## config.mk

```make
export PLATFORM = sky130hd
export DESIGN_NAME = tbcp_top
export DESIGN_NICKNAME = d
export VERILOG_FILES = /design/src/tbcp_pkg.sv /design/src/tbcp_block_prescaler.sv /design/src/tbcp_edge_sampler.sv /design/src/tbcp_top.sv
export VERILOG_INCLUDE_DIRS = /design/src /design/src/src
export SDC_FILE = /design/constraint.sdc
export NUM_CORES = 1
export LEC_CHECK = 0
export ABC_AREA = 1
export BUFFER_PORTS_ARGS = -buffer_cell sky130_fd_sc_hd__buf_2
export CORE_UTILIZATION = 35
export CTS_CLUSTER_SIZE = 30
export DETAILED_ROUTE_END_ITERATION = 12
export GPL_TIMING_DRIVEN = 0
export SLEW_MARGIN = 20
export SYNTH_ARGS = -nofsm -noshare
export SYNTH_HDL_FRONTEND = slang
export SYNTH_SLANG_ARGS = --single-unit
```

## constraint.sdc

```tcl
create_clock -name clk -period 1.76 [get_ports clk]
set_input_delay 0.176 -clock clk [delete_from_list [all_inputs] [get_ports clk]]
set_output_delay 0.176 -clock clk [all_outputs]
set_load 0.1 [all_outputs]
```

## src/tbcp_params.svh

```systemverilog
// Constants for the timer block clock prescaler: addresses, field masks, reset values, counts
`ifndef TBCP_PARAMS_SVH
`define TBCP_PARAMS_SVH

// ----------------------------------------------------------------------------
// Register map
// ----------------------------------------------------------------------------
`define TBCP_ADDR_AUX_COUNT   16'hfe46
`define TBCP_ADDR_CORE_COUNT  16'hfe48
`define TBCP_ADDR_AUX_CTRL    16'hfe40
`define TBCP_ADDR_CORE_CTRL   16'hfe42
`define TBCP_ADDR_STATUS      16'hfe44

// ----------------------------------------------------------------------------
// Writable bits and reset values
// ----------------------------------------------------------------------------
`define TBCP_AUX_CTRL_WMASK   16'h077f
`define TBCP_CORE_CTRL_WMASK  16'h197f
`define TBCP_CTRL_RESET       16'h0000
`define TBCP_COUNT_RESET      16'h0000
`define TBCP_READ_IDLE        16'h0000

// ----------------------------------------------------------------------------
// Block prescale codes and terminal counts (factor minus one)
// ----------------------------------------------------------------------------
`define TBCP_BPS_DIV2         2'h1
`define TBCP_BPS_DIV4         2'h0
`define TBCP_BPS_DIV8         2'h3
`define TBCP_BPS_DIV16        2'h2
`define TBCP_LAST_DIV2        4'h1
`define TBCP_LAST_DIV4        4'h3
`define TBCP_LAST_DIV8        4'h7
`define TBCP_LAST_DIV16       4'hf

`endif

```

## src/tbcp_pkg.sv

```systemverilog
// Types shared by the timer block clock prescaler modules
package tbcp_pkg;

   typedef enum logic [1:0] {
      TBCP_MODE_TIMER    = 2'b00,
      TBCP_MODE_COUNTER  = 2'b01,
      TBCP_MODE_GATED_LO = 2'b10,
      TBCP_MODE_GATED_HI = 2'b11
   } tbcp_mode_e;

   // Timer control word, 16 bits
   typedef struct packed {
      logic [2:0] rsv_hi;
      logic [1:0] block_prescale_select;
      logic [1:0] capture_edge;
      logic       run;
      logic       rsv_lo;
      logic [1:0] edge_sel;
      tbcp_mode_e mode;
      logic [2:0] timer_input_prescale;
   } tbcp_ctrl_s;

   typedef struct packed {
      logic [15:0] addr;
      logic [15:0] wdata;
      logic        wr;
      logic        rd;
   } tbcp_req_s;

   typedef struct packed {
      logic rise;
      logic fall;
      logic level;
   } tbcp_edge_s;

endpackage

```

## src/tbcp_block_prescaler.sv

```systemverilog
// Block prescaler: one-cycle basic clock tick from the module clock
`timescale 1ns/1ps
`default_nettype none
`include "tbcp_params.svh"
module tbcp_block_prescaler
   import tbcp_pkg::*;
(
   input  wire logic       clk,
   input  wire logic       rst_n,
   input  wire logic       ce,
   input  wire logic [1:0] block_prescale_select,
   output logic            basic_tick
);

   logic [3:0] cnt_r;
   logic [3:0] last;

   // Non-linear code
   function automatic logic [3:0] bps_last(input logic [1:0] sel);
      logic [3:0] l;
      l = `TBCP_LAST_DIV4;
      unique case (sel)
         `TBCP_BPS_DIV2:  l = `TBCP_LAST_DIV2;
         `TBCP_BPS_DIV4:  l = `TBCP_LAST_DIV4;
         `TBCP_BPS_DIV8:  l = `TBCP_LAST_DIV8;
         `TBCP_BPS_DIV16: l = `TBCP_LAST_DIV16;
      endcase
      return l;
   endfunction

   assign last = bps_last(block_prescale_select);

   // A shrinking factor can leave the count above the end; wrap at once
   always_ff @(posedge clk or negedge rst_n)
   begin
      if (!rst_n)
      begin
         cnt_r      <= 4'h0;
         basic_tick <= 1'b0;
      end
      else if (ce)
      begin
         if (cnt_r >= last)
         begin
            cnt_r      <= 4'h0;
            basic_tick <= 1'b1;
         end
         else
         begin
            cnt_r      <= cnt_r + 4'h1;
            basic_tick <= 1'b0;
         end
      end
   end

endmodule
`default_nettype wire

```

## src/tbcp_edge_sampler.sv

```systemverilog
// Input synchroniser, basic-clock sampler and transition detector
`timescale 1ns/1ps
`default_nettype none
module tbcp_edge_sampler
   import tbcp_pkg::*;
#(
   parameter int unsigned WIDTH = 3
)
(
   input  wire logic             clk,
   input  wire logic             rst_n,
   input  wire logic             ce,
   input  wire logic             sample_en,
   input  wire logic [WIDTH-1:0] pins,
   output tbcp_edge_s            edges [WIDTH]
);

   logic [WIDTH-1:0] sync1_r;
   logic [WIDTH-1:0] sync2_r;
   logic [WIDTH-1:0] samp_r;
   logic             primed_r;

   always_ff @(posedge clk or negedge rst_n)
   begin
      if (!rst_n)
      begin
         sync1_r <= '0;
         sync2_r <= '0;
      end
      else if (ce)
      begin
         sync1_r <= pins;
         sync2_r <= sync1_r;
      end
   end

   // No edge until a first real sample exists
   always_ff @(posedge clk or negedge rst_n)
   begin
      if (!rst_n)
      begin
         samp_r   <= '0;
         primed_r <= 1'b0;
      end
      else if (ce && sample_en)
      begin
         samp_r   <= sync2_r;
         primed_r <= 1'b1;
      end
   end

   for (genvar i = 0; i < WIDTH; i++)
   begin : g_bit
      always_ff @(posedge clk or negedge rst_n)
      begin
         if (!rst_n)
            edges[i] <= '0;
         else if (ce)
         begin
            edges[i].level <= samp_r[i];
            edges[i].rise  <= sample_en & primed_r & sync2_r[i] & ~samp_r[i];
            edges[i].fall  <= sample_en & primed_r & ~sync2_r[i] & samp_r[i];
         end
      end
   end

endmodule
`default_nettype wire

```

## src/tbcp_top.sv

```systemverilog
// Timer block clock front end: registers, prescalers and count clock selection
//
// Our own choice: the address-and-strobe port.
`timescale 1ns/1ps
`default_nettype none
`include "tbcp_params.svh"
module tbcp_top
   import tbcp_pkg::*;
#(
   parameter int unsigned DIV_W = 7
)
(
   input  wire logic        clk,
   input  wire logic        rst_n,
   input  wire logic        ce,
   input  wire tbcp_req_s   bus_req,
   input  wire logic        aux_in,
   input  wire logic        core_in,
   input  wire logic        capture_in,
   output logic [15:0]      rd_data,
   output logic             basic_tick_o,
   output logic             aux_count_tick,
   output logic             core_count_tick,
   output logic             aux_edge_event,
   output logic             core_edge_event,
   output logic             capture_event
);

   // ----------------------------------------------------------------------------
   // Declarations
   // ----------------------------------------------------------------------------
   tbcp_ctrl_s       aux_ctrl_r;
   tbcp_ctrl_s       core_ctrl_r;
   logic [15:0]      aux_count_r;
   logic [15:0]      core_count_r;
   logic [DIV_W-1:0] aux_div_r;
   logic [DIV_W-1:0] core_div_r;
   logic             basic_tick;
   tbcp_edge_s       edges [3];
   logic             aux_int_tick;
   logic             core_int_tick;
   logic             aux_tick_nxt;
   logic             core_tick_nxt;
   logic             aux_edge_nxt;
   logic             core_edge_nxt;
   logic             capture_nxt;
   logic [15:0]      status;

   localparam int unsigned PIN_AUX  = 0;
   localparam int unsigned PIN_CORE = 1;
   localparam int unsigned PIN_CAP  = 2;

   // ----------------------------------------------------------------------------
   // Helper functions
   // ----------------------------------------------------------------------------

   // Low input-prescale bits of the divider chain that must all be set
   function automatic logic [DIV_W-1:0] prescale_mask(input logic [2:0] sel);
      logic [DIV_W-1:0] ones;
      ones = '1;
      return ~(ones << sel);
   endfunction

   // Divider reaches the end of a 2^sel basic-clock period
   function automatic logic prescale_hit(input logic [DIV_W-1:0] div,
                                         input logic [2:0]       sel);
      logic [DIV_W-1:0] m;
      m = prescale_mask(sel);
      return (div & m) == m;
   endfunction

   // Edge selection: bit 0 rising, bit 1 falling
   function automatic logic edge_hit(input logic [1:0] sel,
                                     input tbcp_edge_s e);
      return (sel[0] & e.rise) | (sel[1] & e.fall);
   endfunction

   // Count clock of one timer from its mode
   function automatic logic count_select(input tbcp_ctrl_s c,
                                         input logic       int_tick,
                                         input tbcp_edge_s e);
      logic t;
      t = 1'b0;
      unique case (c.mode)
         TBCP_MODE_TIMER:    t = int_tick;
         TBCP_MODE_GATED_LO: t = int_tick & ~e.level;
         TBCP_MODE_GATED_HI: t = int_tick & e.level;
         TBCP_MODE_COUNTER:  t = edge_hit(c.edge_sel, e);
      endcase
      return t & c.run;
   endfunction

   // ----------------------------------------------------------------------------
   // Basic clock and input sampling
   // ----------------------------------------------------------------------------
   tbcp_block_prescaler u_block_prescaler (
      .clk                   (clk),
      .rst_n                 (rst_n),
      .ce                    (ce),
      .block_prescale_select (core_ctrl_r.block_prescale_select),
      .basic_tick            (basic_tick)
   );

   tbcp_edge_sampler #(
      .WIDTH (3)
   ) u_edge_sampler (
      .clk       (clk),
      .rst_n     (rst_n),
      .ce        (ce),
      .sample_en (basic_tick),
      .pins      ({capture_in, core_in, aux_in}),
      .edges     (edges)
   );

   // ----------------------------------------------------------------------------
   // Per-timer input prescalers
   // ----------------------------------------------------------------------------

   // Free-running dividers: a prescale change takes effect mid-period
   always_ff @(posedge clk or negedge rst_n)
   begin
      if (!rst_n)
         aux_div_r <= '0;
      else if (ce && basic_tick)
         aux_div_r <= aux_div_r + {{(DIV_W-1){1'b0}}, 1'b1};
   end

   always_ff @(posedge clk or negedge rst_n)
   begin
      if (!rst_n)
         core_div_r <= '0;
      else if (ce && basic_tick)
         core_div_r <= core_div_r + {{(DIV_W-1){1'b0}}, 1'b1};
   end

   assign aux_int_tick  = basic_tick & prescale_hit(aux_div_r, aux_ctrl_r.timer_input_prescale);
   assign core_int_tick = basic_tick & prescale_hit(core_div_r, core_ctrl_r.timer_input_prescale);

   // ----------------------------------------------------------------------------
   // Count clock selection and events
   // ----------------------------------------------------------------------------
   assign aux_tick_nxt  = count_select(aux_ctrl_r, aux_int_tick, edges[PIN_AUX]);
   assign core_tick_nxt = count_select(core_ctrl_r, core_int_tick, edges[PIN_CORE]);
   assign aux_edge_nxt  = edge_hit(aux_ctrl_r.edge_sel, edges[PIN_AUX]);
   assign core_edge_nxt = edge_hit(core_ctrl_r.edge_sel, edges[PIN_CORE]);
   assign capture_nxt   = edge_hit(aux_ctrl_r.capture_edge, edges[PIN_CAP]);

   always_ff @(posedge clk or negedge rst_n)
   begin
      if (!rst_n)
      begin
         aux_count_tick  <= 1'b0;
         core_count_tick <= 1'b0;
      end
      else if (ce)
      begin
         aux_count_tick  <= aux_tick_nxt;
         core_count_tick <= core_tick_nxt;
      end
   end

   // One module-clock pulse per detected transition
   always_ff @(posedge clk or negedge rst_n)
   begin
      if (!rst_n)
      begin
         aux_edge_event  <= 1'b0;
         core_edge_event <= 1'b0;
         capture_event   <= 1'b0;
      end
      else if (ce)
      begin
         aux_edge_event  <= aux_edge_nxt;
         core_edge_event <= core_edge_nxt;
         capture_event   <= capture_nxt;
      end
   end

   always_ff @(posedge clk or negedge rst_n)
   begin
      if (!rst_n)
         basic_tick_o <= 1'b0;
      else if (ce)
         basic_tick_o <= basic_tick;
   end

   // ----------------------------------------------------------------------------
   // Control registers
   // ----------------------------------------------------------------------------
   always_ff @(posedge clk or negedge rst_n)
   begin
      if (!rst_n)
         aux_ctrl_r <= tbcp_ctrl_s'(`TBCP_CTRL_RESET);
      else if (ce && bus_req.wr && bus_req.addr == `TBCP_ADDR_AUX_CTRL)
         aux_ctrl_r <= tbcp_ctrl_s'(bus_req.wdata & `TBCP_AUX_CTRL_WMASK);
   end

   always_ff @(posedge clk or negedge rst_n)
   begin
      if (!rst_n)
         core_ctrl_r <= tbcp_ctrl_s'(`TBCP_CTRL_RESET);
      else if (ce && bus_req.wr && bus_req.addr == `TBCP_ADDR_CORE_CTRL)
         core_ctrl_r <= tbcp_ctrl_s'(bus_req.wdata & `TBCP_CORE_CTRL_WMASK);
   end

   // ----------------------------------------------------------------------------
   // Count registers
   // ----------------------------------------------------------------------------

   // A software write in the same cycle as a tick wins; the tick is dropped
   always_ff @(posedge clk or negedge rst_n)
   begin
      if (!rst_n)
         aux_count_r <= `TBCP_COUNT_RESET;
      else if (ce)
      begin
         if (bus_req.wr && bus_req.addr == `TBCP_ADDR_AUX_COUNT)
            aux_count_r <= bus_req.wdata;
         else if (aux_count_tick)
            aux_count_r <= aux_count_r + 16'h0001;
      end
   end

   always_ff @(posedge clk or negedge rst_n)
   begin
      if (!rst_n)
         core_count_r <= `TBCP_COUNT_RESET;
      else if (ce)
      begin
         if (bus_req.wr && bus_req.addr == `TBCP_ADDR_CORE_COUNT)
            core_count_r <= bus_req.wdata;
         else if (core_count_tick)
            core_count_r <= core_count_r + 16'h0001;
      end
   end

   // ----------------------------------------------------------------------------
   // Read path
   // ----------------------------------------------------------------------------

   // Sampled pin levels, as the timers see them
   assign status = {13'h0000,
                    edges[PIN_CAP].level,
                    edges[PIN_CORE].level,
                    edges[PIN_AUX].level};

   // Data stands only in the cycle after the read strobe
   always_ff @(posedge clk or negedge rst_n)
   begin
      if (!rst_n)
         rd_data <= `TBCP_READ_IDLE;
      else if (ce)
      begin
         if (bus_req.rd)
         begin
            unique case (bus_req.addr)
               `TBCP_ADDR_AUX_COUNT:  rd_data <= aux_count_r;
               `TBCP_ADDR_CORE_COUNT: rd_data <= core_count_r;
               `TBCP_ADDR_AUX_CTRL:   rd_data <= aux_ctrl_r;
               `TBCP_ADDR_CORE_CTRL:  rd_data <= core_ctrl_r;
               `TBCP_ADDR_STATUS:     rd_data <= status;
               default:               rd_data <= `TBCP_READ_IDLE;
            endcase
         end
         else
            rd_data <= `TBCP_READ_IDLE;
      end
   end

endmodule
`default_nettype wire

```

-- Word level (Yosys, flattened, before mapping)
Cells that the tools add are included.
W data, S select, Z words.
- input bits: 40
- output and inout bits: 22
- bits in registers: 112
- logic and storage cells: 126
- bitwise logic cells: 42
- reduce and logical (&&, ||, !) cells: 13
- equality and inequality tests: 16
- $lt $le $gt $ge: 1
- shifts and indexed selects: 2
- $add $sub $neg: 5
- mux-type cells: 11
- operators by type and width (kind ; number):
    $eq A16 B16 Y1 const B ; 5
    $mux W16 ; 5
    $pmux W16 S5 ; 1
    $add A16 B1 Y16 const B ; 2
    $and A1 B1 Y1 ; 27
    $pmux W4 S4 ; 1
    $add A7 B1 Y7 const B ; 2
    $and A7 B7 Y7 ; 2
    $eq A7 B7 Y1 ; 2
    $not A7 Y7 ; 2
    $shl A7 B3 Y7 const A ; 2
    $eq A2 B2 Y1 const B ; 6
    $not A1 Y1 ; 8
    $pmux W1 S4 ; 2
    $eq A2 B1 Y1 const B ; 3
    $logic_and A1 B1 Y1 ; 6
    $logic_not A2 Y1 ; 3
    $add A4 B1 Y4 const B ; 1
    $ge A4 B4 Y1 ; 1
    $mux W4 ; 1
    $reduce_and A2 Y1 ; 2
    $reduce_bool A2 Y1 ; 2
    $or A1 B1 Y1 ; 3
    $mux W1 ; 1

-- Longest topological paths before layout
Gate-level depths: netlist (run 1).
- depth after elaboration: 8
- gate-level depth with buffers: 13
- mapped depth without buffers: 12

-- By module
From an unflattened synthesis (run 1), not the netlist that was laid out.
- cells, all modules: 912
- area, all modules: 6611.3 um2
- by module, submodules not included (module ; area an instance (um2) ; cells each ; instances):
    tbcp_top ; 5491.5 ; 775 ; 1
    tbcp_edge_sampler ; 793.3 ; 93 ; 1
    tbcp_block_prescaler ; 326.6 ; 44 ; 1

-- Worst setup path after synthesis (run 1)
OpenSTA, ideal clock, no wires.
- path type: reg-to-reg
- from: register core_count_tick
- to: register core_count_r[15]
- clock period less this slack: 1605 ps
- data arrival time: 1489 ps
- library setup time: 116 ps
- required time: 1644 ps
- cell stages (with the launch flop): 6
- slack: 155 ps
- cells stage by stage: dfrtp_1 > o21ai_4 > clkinv_4 > buf_6 > nand2_1 > nand2_1
- longest elaborated chain between the ends: 2
- RTL lines (element ; line ; text):
    start, declared ; tbcp_top.sv:23 ; output logic core_count_tick,
    start signal, assigned ; tbcp_top.sv:158 ; core_count_tick <= core_tick_nxt;
    $reduce_bool A2 Y1 (no line) ; - ;
    $reduce_and A2 Y1 (no line) ; - ;
    end signal, assigned ; tbcp_top.sv:227 ; core_count_r <= `TBCP_COUNT_RESET;
    end signal, assigned ; tbcp_top.sv:231 ; core_count_r <= bus_req.wdata;
    end signal, assigned ; tbcp_top.sv:233 ; core_count_r <= core_count_r + 16'h0001;
    end, declared ; tbcp_top.sv:35 ; logic [15:0] core_count_r;
No other way between the ends.
A chain may end at the register's enable or synchronous reset.

-- Worst setup path in the final report (run 1)
- from: register core_count_r[1]
- to: register core_count_r[10]
- longest elaborated chain between the ends: 3
- RTL lines (element ; line ; text):
    $add A16 B1 Y16 ; tbcp_top.sv:233 ;
    $mux W16 ; tbcp_top.sv:232 ; else if (core_count_tick)
    $mux W16 ; tbcp_top.sv:230 ; if (bus_req.wr && bus_req.addr == `TBCP_ADDR_CORE_COUNT)
No other way between the ends. The select of a mux whose other input is x is not followed.

==> results of run 1 <==
-- flip-flops by register name, summed over array words and instances (netlist names), 3 cells and up --
signal,count
u_edge_sampler.sync1_r,3
u_block_prescaler.cnt_r,4
u_edge_sampler.sync2_r,3
core_div_r,7
core_count_r,16
u_edge_sampler.edges,9
aux_div_r,7
core_ctrl_r,10
aux_ctrl_r,10
rd_data,16
u_edge_sampler.samp_r,3
aux_count_r,16
-- routing by layer --
| layer | global-route usage | part of all wire |
|---|---|---|
| met2 | 0.303 | 0.47 |
| met4 | 0.0340 | 0.0058 |
| met1 | 0.280 | 0.48 |
| met3 | 0.0395 | 0.045 |
| met5 | 0 | 0 |
-- cell usage after synthesis, types with 4 or more instances --
master / count / area share
ha_1: 8 / 0.016
o21ai_1: 4 / 0.0032
o21ai_0: 48 / 0.038
a21oi_1: 7 / 0.0056
nand3_1: 60 / 0.048
buf_2: 5 / 0.0040
xnor2_1: 19 / 0.026
dfrtp_1: 112 / 0.45
nand2_1: 338 / 0.20
nor2_4: 5 / 0.0089
xor2_1: 17 / 0.024
nor2_1: 38 / 0.023
o21ai_2: 8 / 0.011
nor2_2: 4 / 0.0040
buf_4: 5 / 0.0060
inv_1: 58 / 0.035
buf_6: 6 / 0.011
nor3_1: 8 / 0.0064
nand4_1: 27 / 0.027
clkbuf_1: 10 / 0.0060
-- final timing paths --
kind	startpoint	end	slack [ns]	depth (start not counted)
min in group asynchronous	rst_n	core_div_r[5]$_DFFE_PN0P_	0.34	2
worst min-delay path	capture_in	u_edge_sampler.sync1_r[2]$_DFFE_PN0P_	0.02	3
worst max-delay path	core_count_r[1]$_DFFE_PN0P_	core_count_r[10]$_DFFE_PN0P_	0.14	10
worst min register to register	u_edge_sampler.sync2_r[0]$_DFFE_PN0P_	u_edge_sampler.edges[7]$_DFFE_PN0P_	0.46	1
max in group asynchronous	rst_n	aux_count_r[0]$_DFFE_PN0P_	0.72	3
worst max register to register	core_count_r[1]$_DFFE_PN0P_	core_count_r[10]$_DFFE_PN0P_	0.14	10
-- layout make-up --
class,instances,share of cell area
buffer,26,0.0231
clock buffer,9,0.0310
clock inverter,6,0.0107
inverter,63,0.0338
multi-input combinational,623,0.426
sequential,112,0.386
tap,225,0.0388
timing repair buffer,65,0.0501
-- power by group --
group          switching, mW  internal (mW)  total, mW
clock                   1.03           1.12       2.15
combinational          0.537          0.332      0.868
sequential             0.288           2.85       3.14
-- what timing repair did --
action,CTS,global route
gates resized for setup,1,8
hold buffers,1,0
setup buffers,0,2
endpoints found under the hold margin,57,0
setup endpoints to repair,1,8
-- kinds of logic (layout without fill, tap and decap cells) --
| group | count (synthesis) | after routing | synth area share |
|---|---|---|---|
| buf+inv | 89 | 169 | 0.0656 |
| mux | 3 | 3 | 0.00537 |
| flops | 112 | 112 | 0.446 |
| compound gates | 83 | 83 | 0.0804 |
| fa+ha+maj | 8 | 8 | 0.0159 |
| xor+xnor | 36 | 36 | 0.0501 |
| simple gates | 493 | 493 | 0.337 |
-- through the flow --
step | hold WS, ns | worst slack (ns) | cell area (um2) | setup TNS (ns) | utilization
after floorplan | -0.120 | 0.155 | 6290 | 0 | -
after global placement | 0.388 | -0.932 | 6880 | -103.58 | 0.395
after detailed placement | 0.187 | 0.0131 | 6910 | 0 | 0.397
after CTS | 0.0122 | 0.0607 | 7230 | 0 | 0.415
after global routing | 0.0173 | 0.000890 | 7260 | 0 | 0.417
final | 0.0211 | 0.140 | 7260 | 0 | 0.417
-- worst max-delay path, cell delays in order, from the launching register on --
cell,delay (ns)
dfrtp_1,0.41
ha_2,0.22
nand2_1,0.12
nor2_4,0.15
nand2_1,0.14
o21ai_1,0.14
inv_1,0.04
o21ai_0,0.14
nand2_1,0.07
nand2_1,0.05
nand2_1,0.04
==> flow_metrics.env, run 1 <==
export IMPL_outcome="completed"
export IMPL_required_ns=2.01
export IMPL_hold_class="in -> reg"
export IMPL_start_util=0.361
export IMPL_cp_max_fo=4
export IMPL_syn_inst=824
export IMPL_drive_gt1_frac=0.152
export IMPL_finalPower_mw=6.16
export IMPL_async_flop_share=1.00
export IMPL_worstMarginPinSlew_ns=0.557
export IMPL_die_area_um2=18500
export IMPL_area_growth_pct=15.4
export IMPL_fin_crit_ns=1.62
export IMPL_synth_distinct_cells=40
export IMPL_wl_per_cell_um=14.9
export IMPL_num_antenna_cells=0
export IMPL_cts_inserted_buffers=9
export IMPL_cts_tree="done"
export IMPL_setup_viol=0
export IMPL_maxCapViolations=0
export IMPL_endpoint_kind="flop"
export IMPL_avgSynthCellArea_um2=7.63
export IMPL_first_pass_iters=5
export IMPL_grt_pass1_wl_mm=27.3
export IMPL_synth_warnings=0
export IMPL_dp_cells=1111
export IMPL_p_leak_nw=3.72
export IMPL_timing_final_crit_share=0.920
export IMPL_finalHoldViolations=0
export IMPL_synth_main_ff_cell="dfrtp_1"
export IMPL_grt_pass1_vias=5026
export IMPL_fill_cells=1874
export IMPL_yosysSeqAreaShare=0.446
export IMPL_io_buffers=61
export IMPL_totalWireLength_mm=16.8
export IMPL_synth_edf_count=0
export IMPL_mostFrequentLayoutCells="nand2_1 (338), dfrtp_1 (110), buf_2 (65)"
export IMPL_drt_iter0_drc=308
export IMPL_fmaxAchievable_mhz=617
export IMPL_multiInputGateArea_um2=3100
export IMPL_grt_ovfl_total=0
export IMPL_clock_root_buffer="clkbuf_16"
export IMPL_peakVddDrop_uv=671
export IMPL_rows=48
export IMPL_cp_start_kind="flop"
export IMPL_htreeDepth=3
export IMPL_grt_max_degree=59
export IMPL_synth_seq_cells=112
export IMPL_ios=62
export IMPL_final_common_cell="nand2_1"
export IMPL_via_per_inst=4.92
export IMPL_powerDensity_nw_per_um2=848
export IMPL_seqCellArea_um2=2810
export IMPL_coreArea_um2=17400
export IMPL_clkSinkCount=112
export IMPL_clock_latency_ns=0.36
export IMPL_drv_slew=0
export IMPL_final_cell_count_no_fill=1129
export IMPL_clkTransAtPathRegs_ns=0.08
export IMPL_maxSlewHeadroom=0.629
export IMPL_nNetsFinal=948
export IMPL_final_antenna_net_count=0
export IMPL_critPathKind="reg -> reg"
export IMPL_fin_skew_ns=0.00917
export IMPL_antenna_found_initial=0
export IMPL_via_count=5552
export IMPL_chipHeight_um=136
export IMPL_syn_area_um2=6290
export IMPL_drc_errors=0
export IMPL_grt_setup_unrepaired="false"
export IMPL_die_x_um=136
export IMPL_cts_path_max_buffers=2
export IMPL_cp_arrival_ns=1.87
export IMPL_post_dp_hpwl_mm=12.8
export IMPL_place_gp_congestion=0.919
export IMPL_syn_nets=872
export IMPL_grt_usage=0.194
Power figures use the tool's default switching activity.
==> run 2, diff against run 1 <==
--- a/config.mk
+++ b/config.mk
@@ -8,7 +8,7 @@
 export LEC_CHECK = 0
 export ABC_AREA = 1
 export BUFFER_PORTS_ARGS = -buffer_cell sky130_fd_sc_hd__buf_2
-export CORE_UTILIZATION = 35
+export CORE_UTILIZATION = 33
 export CTS_CLUSTER_SIZE = 30
 export DETAILED_ROUTE_END_ITERATION = 12
 export GPL_TIMING_DRIVEN = 0
==> run 2 against run 1 <==
Net effect: count of clock-buffer cells in the layout unchanged; global-route usage down 1.5 points; non-clock buffer count down 1; die area increased by 6.0%; sequential power is essentially flat; critical path depth did not move; cell count up 0.80%; clock power rose by 13%; fmax decreased by 1.0%; worst hold slack got worse by 0.011 ns; core utilization decreased by 2.6 points; critical path type unchanged; largest power group unchanged.
==> flow_metrics.env, run 2 (synthesized netlist as in run 1, its figures left out) <==
export IMPL_outcome="completed"
export IMPL_via_count=5510
export IMPL_grt_pass1_wl_mm=27.4
export IMPL_cts_tree="done"
export IMPL_num_antenna_cells=0
export IMPL_final_common_cell="nand2_1"
export IMPL_finalPower_mw=6.45
export IMPL_io_buffers=61
export IMPL_grt_usage=0.180
export IMPL_nNetsFinal=947
export IMPL_grt_busiest_layer="met2"
export IMPL_ios=62
export IMPL_fin_crit_ns=1.64
export IMPL_grt_pass1_vias=5193
export IMPL_fill_cells=1894
export IMPL_timing_final_crit_share=0.930
export IMPL_die_area_um2=19600
export IMPL_worstMarginPinSlew_ns=0.616
export IMPL_finalHoldViolations=0
export IMPL_via_per_inst=4.84
export IMPL_clock_latency_ns=0.36
export IMPL_critPathKind="reg -> reg"
export IMPL_grt_ovfl_total=0
export IMPL_rows=50
export IMPL_cts_path_max_buffers=2
export IMPL_drc_errors=0
export IMPL_place_area_um2=6920
export IMPL_final_antenna_net_count=0
export IMPL_coreArea_um2=18700
export IMPL_first_pass_iters=5
export IMPL_peakVddDrop_uv=552
export IMPL_p_leak_nw=3.75
export IMPL_hold_class="in -> reg"
export IMPL_hold_slack_ns=0.0105
export IMPL_area_growth_pct=16.2
export IMPL_start_util=0.336
export IMPL_maxCapViolations=0
export IMPL_post_dp_hpwl_mm=12.9
export IMPL_cp_arrival_ns=1.89
export IMPL_clkTransAtPathRegs_ns=0.08
export IMPL_grtUsageMet1=0.246
export IMPL_wl_per_cell_um=14.8
export IMPL_drt_iter0_drc=346
export IMPL_maxSlewHeadroom=0.589
export IMPL_grt_setup_unrepaired="true"
export IMPL_place_gp_congestion=0.916
export IMPL_drv_slew=0
export IMPL_clock_root_buffer="clkbuf_16"
export IMPL_clkSinkCount=112
export IMPL_cp_start_kind="flop"
export IMPL_totalWireLength_mm=16.9
export IMPL_finalSetupTns_ns=0
export IMPL_reg_top3="aux_count_r: 16 flops, core_count_r: 16 flops, rd_data: 16 flops"
export IMPL_setup_viol=0
export IMPL_endpoint_kind="flop"
export IMPL_mostFrequentLayoutCells="nand2_1 (338), dfrtp_1 (111), buf_2 (65)"
export IMPL_chipHeight_um=140
export IMPL_met2_usage=0.288
export IMPL_cts_inserted_buffers=9
export IMPL_die_x_um=140
export IMPL_required_ns=2.01
export IMPL_grt_max_degree=61
export IMPL_powerDensity_nw_per_um2=881
export IMPL_antenna_found_initial=0
export IMPL_cp_max_fo=5
export IMPL_fin_skew_ns=0.00706
export IMPL_htreeDepth=3
export IMPL_final_area_um2=7310
export IMPL_use_met3=0.0297
export IMPL_fmaxAchievable_mhz=611
export IMPL_drive_gt1_frac=0.149
-- run 2: worst max-delay path, stage by stage, from the launching register on --
cell	delay [ns]
dfrtp_2	0.41
ha_1	0.19
nand2_1	0.12
nor2_4	0.15
nand2_1	0.12
o21ai_0	0.16
inv_1	0.05
o21ai_1	0.14
nand2_1	0.07
nand2_1	0.06
nand2_1	0.05
-- run 2: area by class of cell --
type                       instances  area [um2]  area share
tap                              234         293      0.0400
inverter                          63         245      0.0335
buffer                            26         168      0.0229
clock inverter                     7         126      0.0173
multi-input combinational        623        3100       0.423
timing repair buffer              64         357      0.0488
clock buffer                       9         225      0.0308
sequential                       112        2800       0.383
-- run 2: stage by stage --
stage | utilization | setup WS (ns) | cells
3_5_place_dp | 0.370 | -0.0276 | 1120
5_1_grt | 0.391 | -0.0105 | 1138
3_3_place_gp | 0.368 | -0.914 | 1119
2_1_floorplan | - | 0.155 | 824
6_report | 0.391 | 0.123 | 1138
4_1_cts | 0.390 | 0.0271 | 1137
-- run 2: where the power goes --
group / switching [mW] / total (mW) / internal [mW]
Sequential: 0.287 / 3.14 / 2.85
Clock: 1.02 / 2.43 / 1.41
Combinational: 0.548 / 0.881 / 0.333
-- run 2: per-layer routing --
layer,part of all wire,vias to the layer above
met2,0.47,103
met3,0.033,23
met1,0.48,2583
met4,0.019,0
li1,-,2801
met5,0,-
-- run 2: what timing repair did --
item / 4_1_cts / 5_1_grt
setup buffers: 0 / 1
resized for setup: 1 / 7
hold buffers: 1 / 0
endpoints found under the setup margin: 1 / 6
endpoints found under the hold margin: 52 / 0
-- run 2: path summary, 6_finish.rpt --
check                           slack, ns                             startpoint  cells after the start                                     to
worst max-delay path                 0.12            core_count_r[0]$_DFFE_PN0P_                     10           core_count_r[10]$_DFFE_PN0P_
worst min-delay path                 0.01                             capture_in                      3  u_edge_sampler.sync1_r[2]$_DFFE_PN0P_
worst max register to register       0.12            core_count_r[0]$_DFFE_PN0P_                     10           core_count_r[10]$_DFFE_PN0P_
worst min register to register       0.46  u_edge_sampler.sync2_r[2]$_DFFE_PN0P_                      1    u_edge_sampler.edges[1]$_DFFE_PN0P_
max in group asynchronous            0.73                                  rst_n                      3           core_count_r[12]$_DFFE_PN0P_
min in group asynchronous            0.33                                  rst_n                      2                 rd_data[1]$_DFFE_PN0P_
==> run 3, diff against run 2 <==
--- a/config.mk
+++ b/config.mk
@@ -6,12 +6,12 @@
 export SDC_FILE = /design/constraint.sdc
 export NUM_CORES = 1
 export LEC_CHECK = 0
-export ABC_AREA = 1
 export BUFFER_PORTS_ARGS = -buffer_cell sky130_fd_sc_hd__buf_2
-export CORE_UTILIZATION = 33
+export CORE_UTILIZATION = 59
 export CTS_CLUSTER_SIZE = 30
 export DETAILED_ROUTE_END_ITERATION = 12
 export GPL_TIMING_DRIVEN = 0
+export PLACE_DENSITY = 0.9
 export SLEW_MARGIN = 20
 export SYNTH_ARGS = -nofsm -noshare
 export SYNTH_HDL_FRONTEND = slang
==> run 3 against run 2 <==
Net effect: the flow now finishes with violations (setup timing); combinational power rose by 32%; critical path depth decreased by 5; synthesized area down 4.9%; worst hold slack improved by 0.020 ns; cell count fell by 29%; global-route usage increased by 16 points; non-clock buffer count is 30 higher; clock skew increased by 0.0036 ns; critical endpoint is now aux_count_r[15]$_DFFE_PN0P_; largest power group unchanged.
==> flow_metrics.env, run 3 <==
export IMPL_htreeDepth=3
export IMPL_finalHoldViolations=0
export IMPL_grt_usage=0.340
export IMPL_hold_slack_ns=0.0302
export IMPL_async_flop_share=1.00
export IMPL_setup_ws_ns=-0.0630
export IMPL_r2r_setup_slack_ns=-0.06
export IMPL_timing_final_crit_share=1.04
export IMPL_use_met3=0.0881
export IMPL_final_common_cell="dfrtp_1"
export IMPL_peakVddDrop_uv=908
export IMPL_synth_seq_cells=112
export IMPL_wl_per_cell_um=21.3
export IMPL_cp_max_fo=5
export IMPL_setup_viol=4
export IMPL_grt_max_degree=70
export IMPL_die_area_um2=10600
export IMPL_place_area_um2=6590
export IMPL_synth_distinct_cells=67
export IMPL_drv_slew=0
export IMPL_grt_pass1_wl_mm=26.5
export IMPL_num_antenna_cells=0
export IMPL_final_antenna_net_count=0
export IMPL_multiInputGateArea_um2=3170
export IMPL_hold_class="in -> reg"
export IMPL_coreArea_um2=9820
export IMPL_grt_ovfl_total=0
export IMPL_syn_nets=624
export IMPL_yosysTopAreaCell="dfrtp_1"
export IMPL_p_switching_mw=2.00
export IMPL_drt_iter0_drc=537
export IMPL_fmaxAchievable_mhz=549
export IMPL_sw_frac_of_total=0.339
export IMPL_start_util=0.609
export IMPL_antenna_found_initial=0
export IMPL_via_per_inst=6.67
export IMPL_pwr_share_seq=0.555
export IMPL_outcome="finished with violations"
export IMPL_cpPeakStageDelay_ns=0.61
export IMPL_path_buf_inv=0
export IMPL_chipHeight_um=103
export IMPL_die_x_um=103
export IMPL_cts_tree="done"
export IMPL_yosysSeqAreaShare=0.468
export IMPL_synth_top_area_frac=0.468
export IMPL_combPwrFrac=0.197
export IMPL_critPathKind="reg -> reg"
export IMPL_final_area_um2=7180
export IMPL_maxCapViolations=0
export IMPL_fin_crit_ns=1.82
export IMPL_place_gp_congestion=0.979
export IMPL_reg_top3="aux_count_r: 16 flops, core_count_r: 16 flops, rd_data: 16 flops"
export IMPL_first_pass_iters=6
export IMPL_p_leak_nw=3.30
export IMPL_clkSinkCount=112
export IMPL_netlist_top_cells_count="dfrtp_1 (112), nand2_1 (51), mux2_2 (35)"
export IMPL_clkTransAtPathRegs_ns=0.11
export IMPL_critPathTopFamily="simple AND/OR/NAND/NOR gates"
export IMPL_slowest_stage="or4_4"
export IMPL_synth_main_ff_cell="dfrtp_1"
export IMPL_drc_errors=0
export IMPL_clock_power_share=0.249
export IMPL_grt_setup_unrepaired="true"
export IMPL_io_buffers=58
export IMPL_syn_inst=576
export IMPL_grt_busiest_layer="met2"
export IMPL_post_dp_hpwl_mm=12.1
export IMPL_rows=36
export IMPL_path_cells="nand4_1 -> or4_4 -> nor2_4 -> and4_1 -> nor3_1"
export IMPL_grtUsageMet1=0.428
export IMPL_maxSlewHeadroom=0.514
export IMPL_violations="setup timing"
export IMPL_fill_cells=694
export IMPL_fin_skew_ns=0.0106
export IMPL_mostFrequentLayoutCells="dfrtp_1 (106), buf_2 (60), nand2_1 (51)"
export IMPL_worstMarginPinSlew_ns=0.730
export IMPL_power_internal_mw=3.91
export IMPL_cts_path_max_buffers=2
export IMPL_totalWireLength_mm=17.3
export IMPL_powerDensity_nw_per_um2=823
export IMPL_via_count=5408
export IMPL_synth_warnings=0
export IMPL_grt_pass1_vias=5122
export IMPL_drive_gt1_frac=0.310
export IMPL_cp_start_kind="flop"
export IMPL_yosys_top_cells_area="dfrtp_1 (47%), mux2_2 (6.6%), mux2i_1 (3.5%)"
export IMPL_cts_inserted_buffers=9
export IMPL_nNetsFinal=722
export IMPL_required_ns=2.04
export IMPL_ios=62
export IMPL_clock_latency_ns=0.40
export IMPL_finalSetupTns_ns=-0.122
export IMPL_syn_area_um2=5980
export IMPL_seqCellArea_um2=2810
export IMPL_clock_root_buffer="clkbuf_8"
export IMPL_yosysMostFrequentCell="dfrtp_1"
export IMPL_avgSynthCellArea_um2=10.4
export IMPL_area_growth_pct=20.0
export IMPL_synth_edf_count=0
export IMPL_met2_usage=0.533
export IMPL_endpoint_kind="flop"
export IMPL_cp_arrival_ns=2.10
run 3: logic make-up (layout without fill, tap and decap cells):
kind of cell	count (synthesis)	count (layout)	share of synthesized area
multiplexers	56	56	0.101
adder cells (fa/ha/maj)	8	8	0.0167
XOR/XNOR	14	14	0.0205
AND/OR/NAND/NOR	178	179	0.161
buffers and inverters	51	152	0.0418
flip-flops	112	112	0.468
AO/OA/AOI/OAI	157	157	0.190
run 3: power groups by stage:
stage / sequential [mW] / clock [mW] / combinational (mW)
floorplan: 3.29 / 0 / 0.668
global placement: 3.28 / 0 / 1.00
detailed placement: 3.31 / 0 / 1.07
CTS: 3.25 / 1.48 / 1.11
global route: 3.32 / 1.57 / 1.29
finish: 3.28 / 1.47 / 1.16
run 3: layout make-up:
| cell class | count | share of cell area |
|---|---|---|
| inverter | 17 | 0.00906 |
| buffer | 32 | 0.0335 |
| multi-input combinational | 414 | 0.441 |
| clock buffer | 9 | 0.0173 |
| clock inverter | 6 | 0.00715 |
| tap | 133 | 0.0232 |
| timing repair buffer | 88 | 0.0770 |
| sequential | 112 | 0.392 |
run 3: per-layer routing:
layer | share of wire | up-vias
li1 | - | 2364
met1 | 0.38 | 2613
met2 | 0.46 | 335
met3 | 0.090 | 96
met4 | 0.062 | 0
met5 | 0 | -
run 3: path summary, 6_finish.rpt:
path | startpoint | end | cells after the start
setup / recovery | aux_count_r[1]$_DFFE_PN0P_ | aux_count_r[15]$_DFFE_PN0P_ | 5
setup reg to reg | aux_count_r[1]$_DFFE_PN0P_ | aux_count_r[15]$_DFFE_PN0P_ | 5
max in group asynchronous | rst_n | aux_count_tick$_DFFE_PN0P_ | 3
hold / removal | bus_req[13] | aux_count_r[11]$_DFFE_PN0P_ | 3
min in group asynchronous | rst_n | u_block_prescaler.cnt_r[2]$_DFFE_PN0P_ | 2
hold reg to reg | aux_div_r[6]$_DFFE_PN0P_ | aux_div_r[6]$_DFFE_PN0P_ | 1
run 3: through the flow:
| stage | total power [mW] | utilization | setup slack [ns] | instances |
|---|---|---|---|---|
| 2_1_floorplan | 3.95 | - | -0.154 | 576 |
| 3_3_place_gp | 4.29 | 0.668 | -1.09 | 767 |
| 3_5_place_dp | 4.37 | 0.671 | -0.817 | 768 |
| 4_1_cts | 5.85 | 0.703 | -0.0271 | 792 |
| 5_1_grt | 6.18 | 0.731 | -0.135 | 811 |
| 6_report | 5.91 | 0.731 | -0.0630 | 811 |
run 3: what timing repair did:
item                                    4_1_cts  5_1_grt
hold buffers                                  2        1
gates resized for setup                      14       27
endpoints found under the setup margin       48       53
setup buffers                                 8       18
endpoints found under the hold margin        44        1
pin swaps                                     9        8
cloned                                        0        1
run 3: tightest hold or removal path, delay by kind of cell:
family	cells	cell delay (ns)
AND/OR/NAND/NOR	2	0.11
buffers and inverters	1	0.11
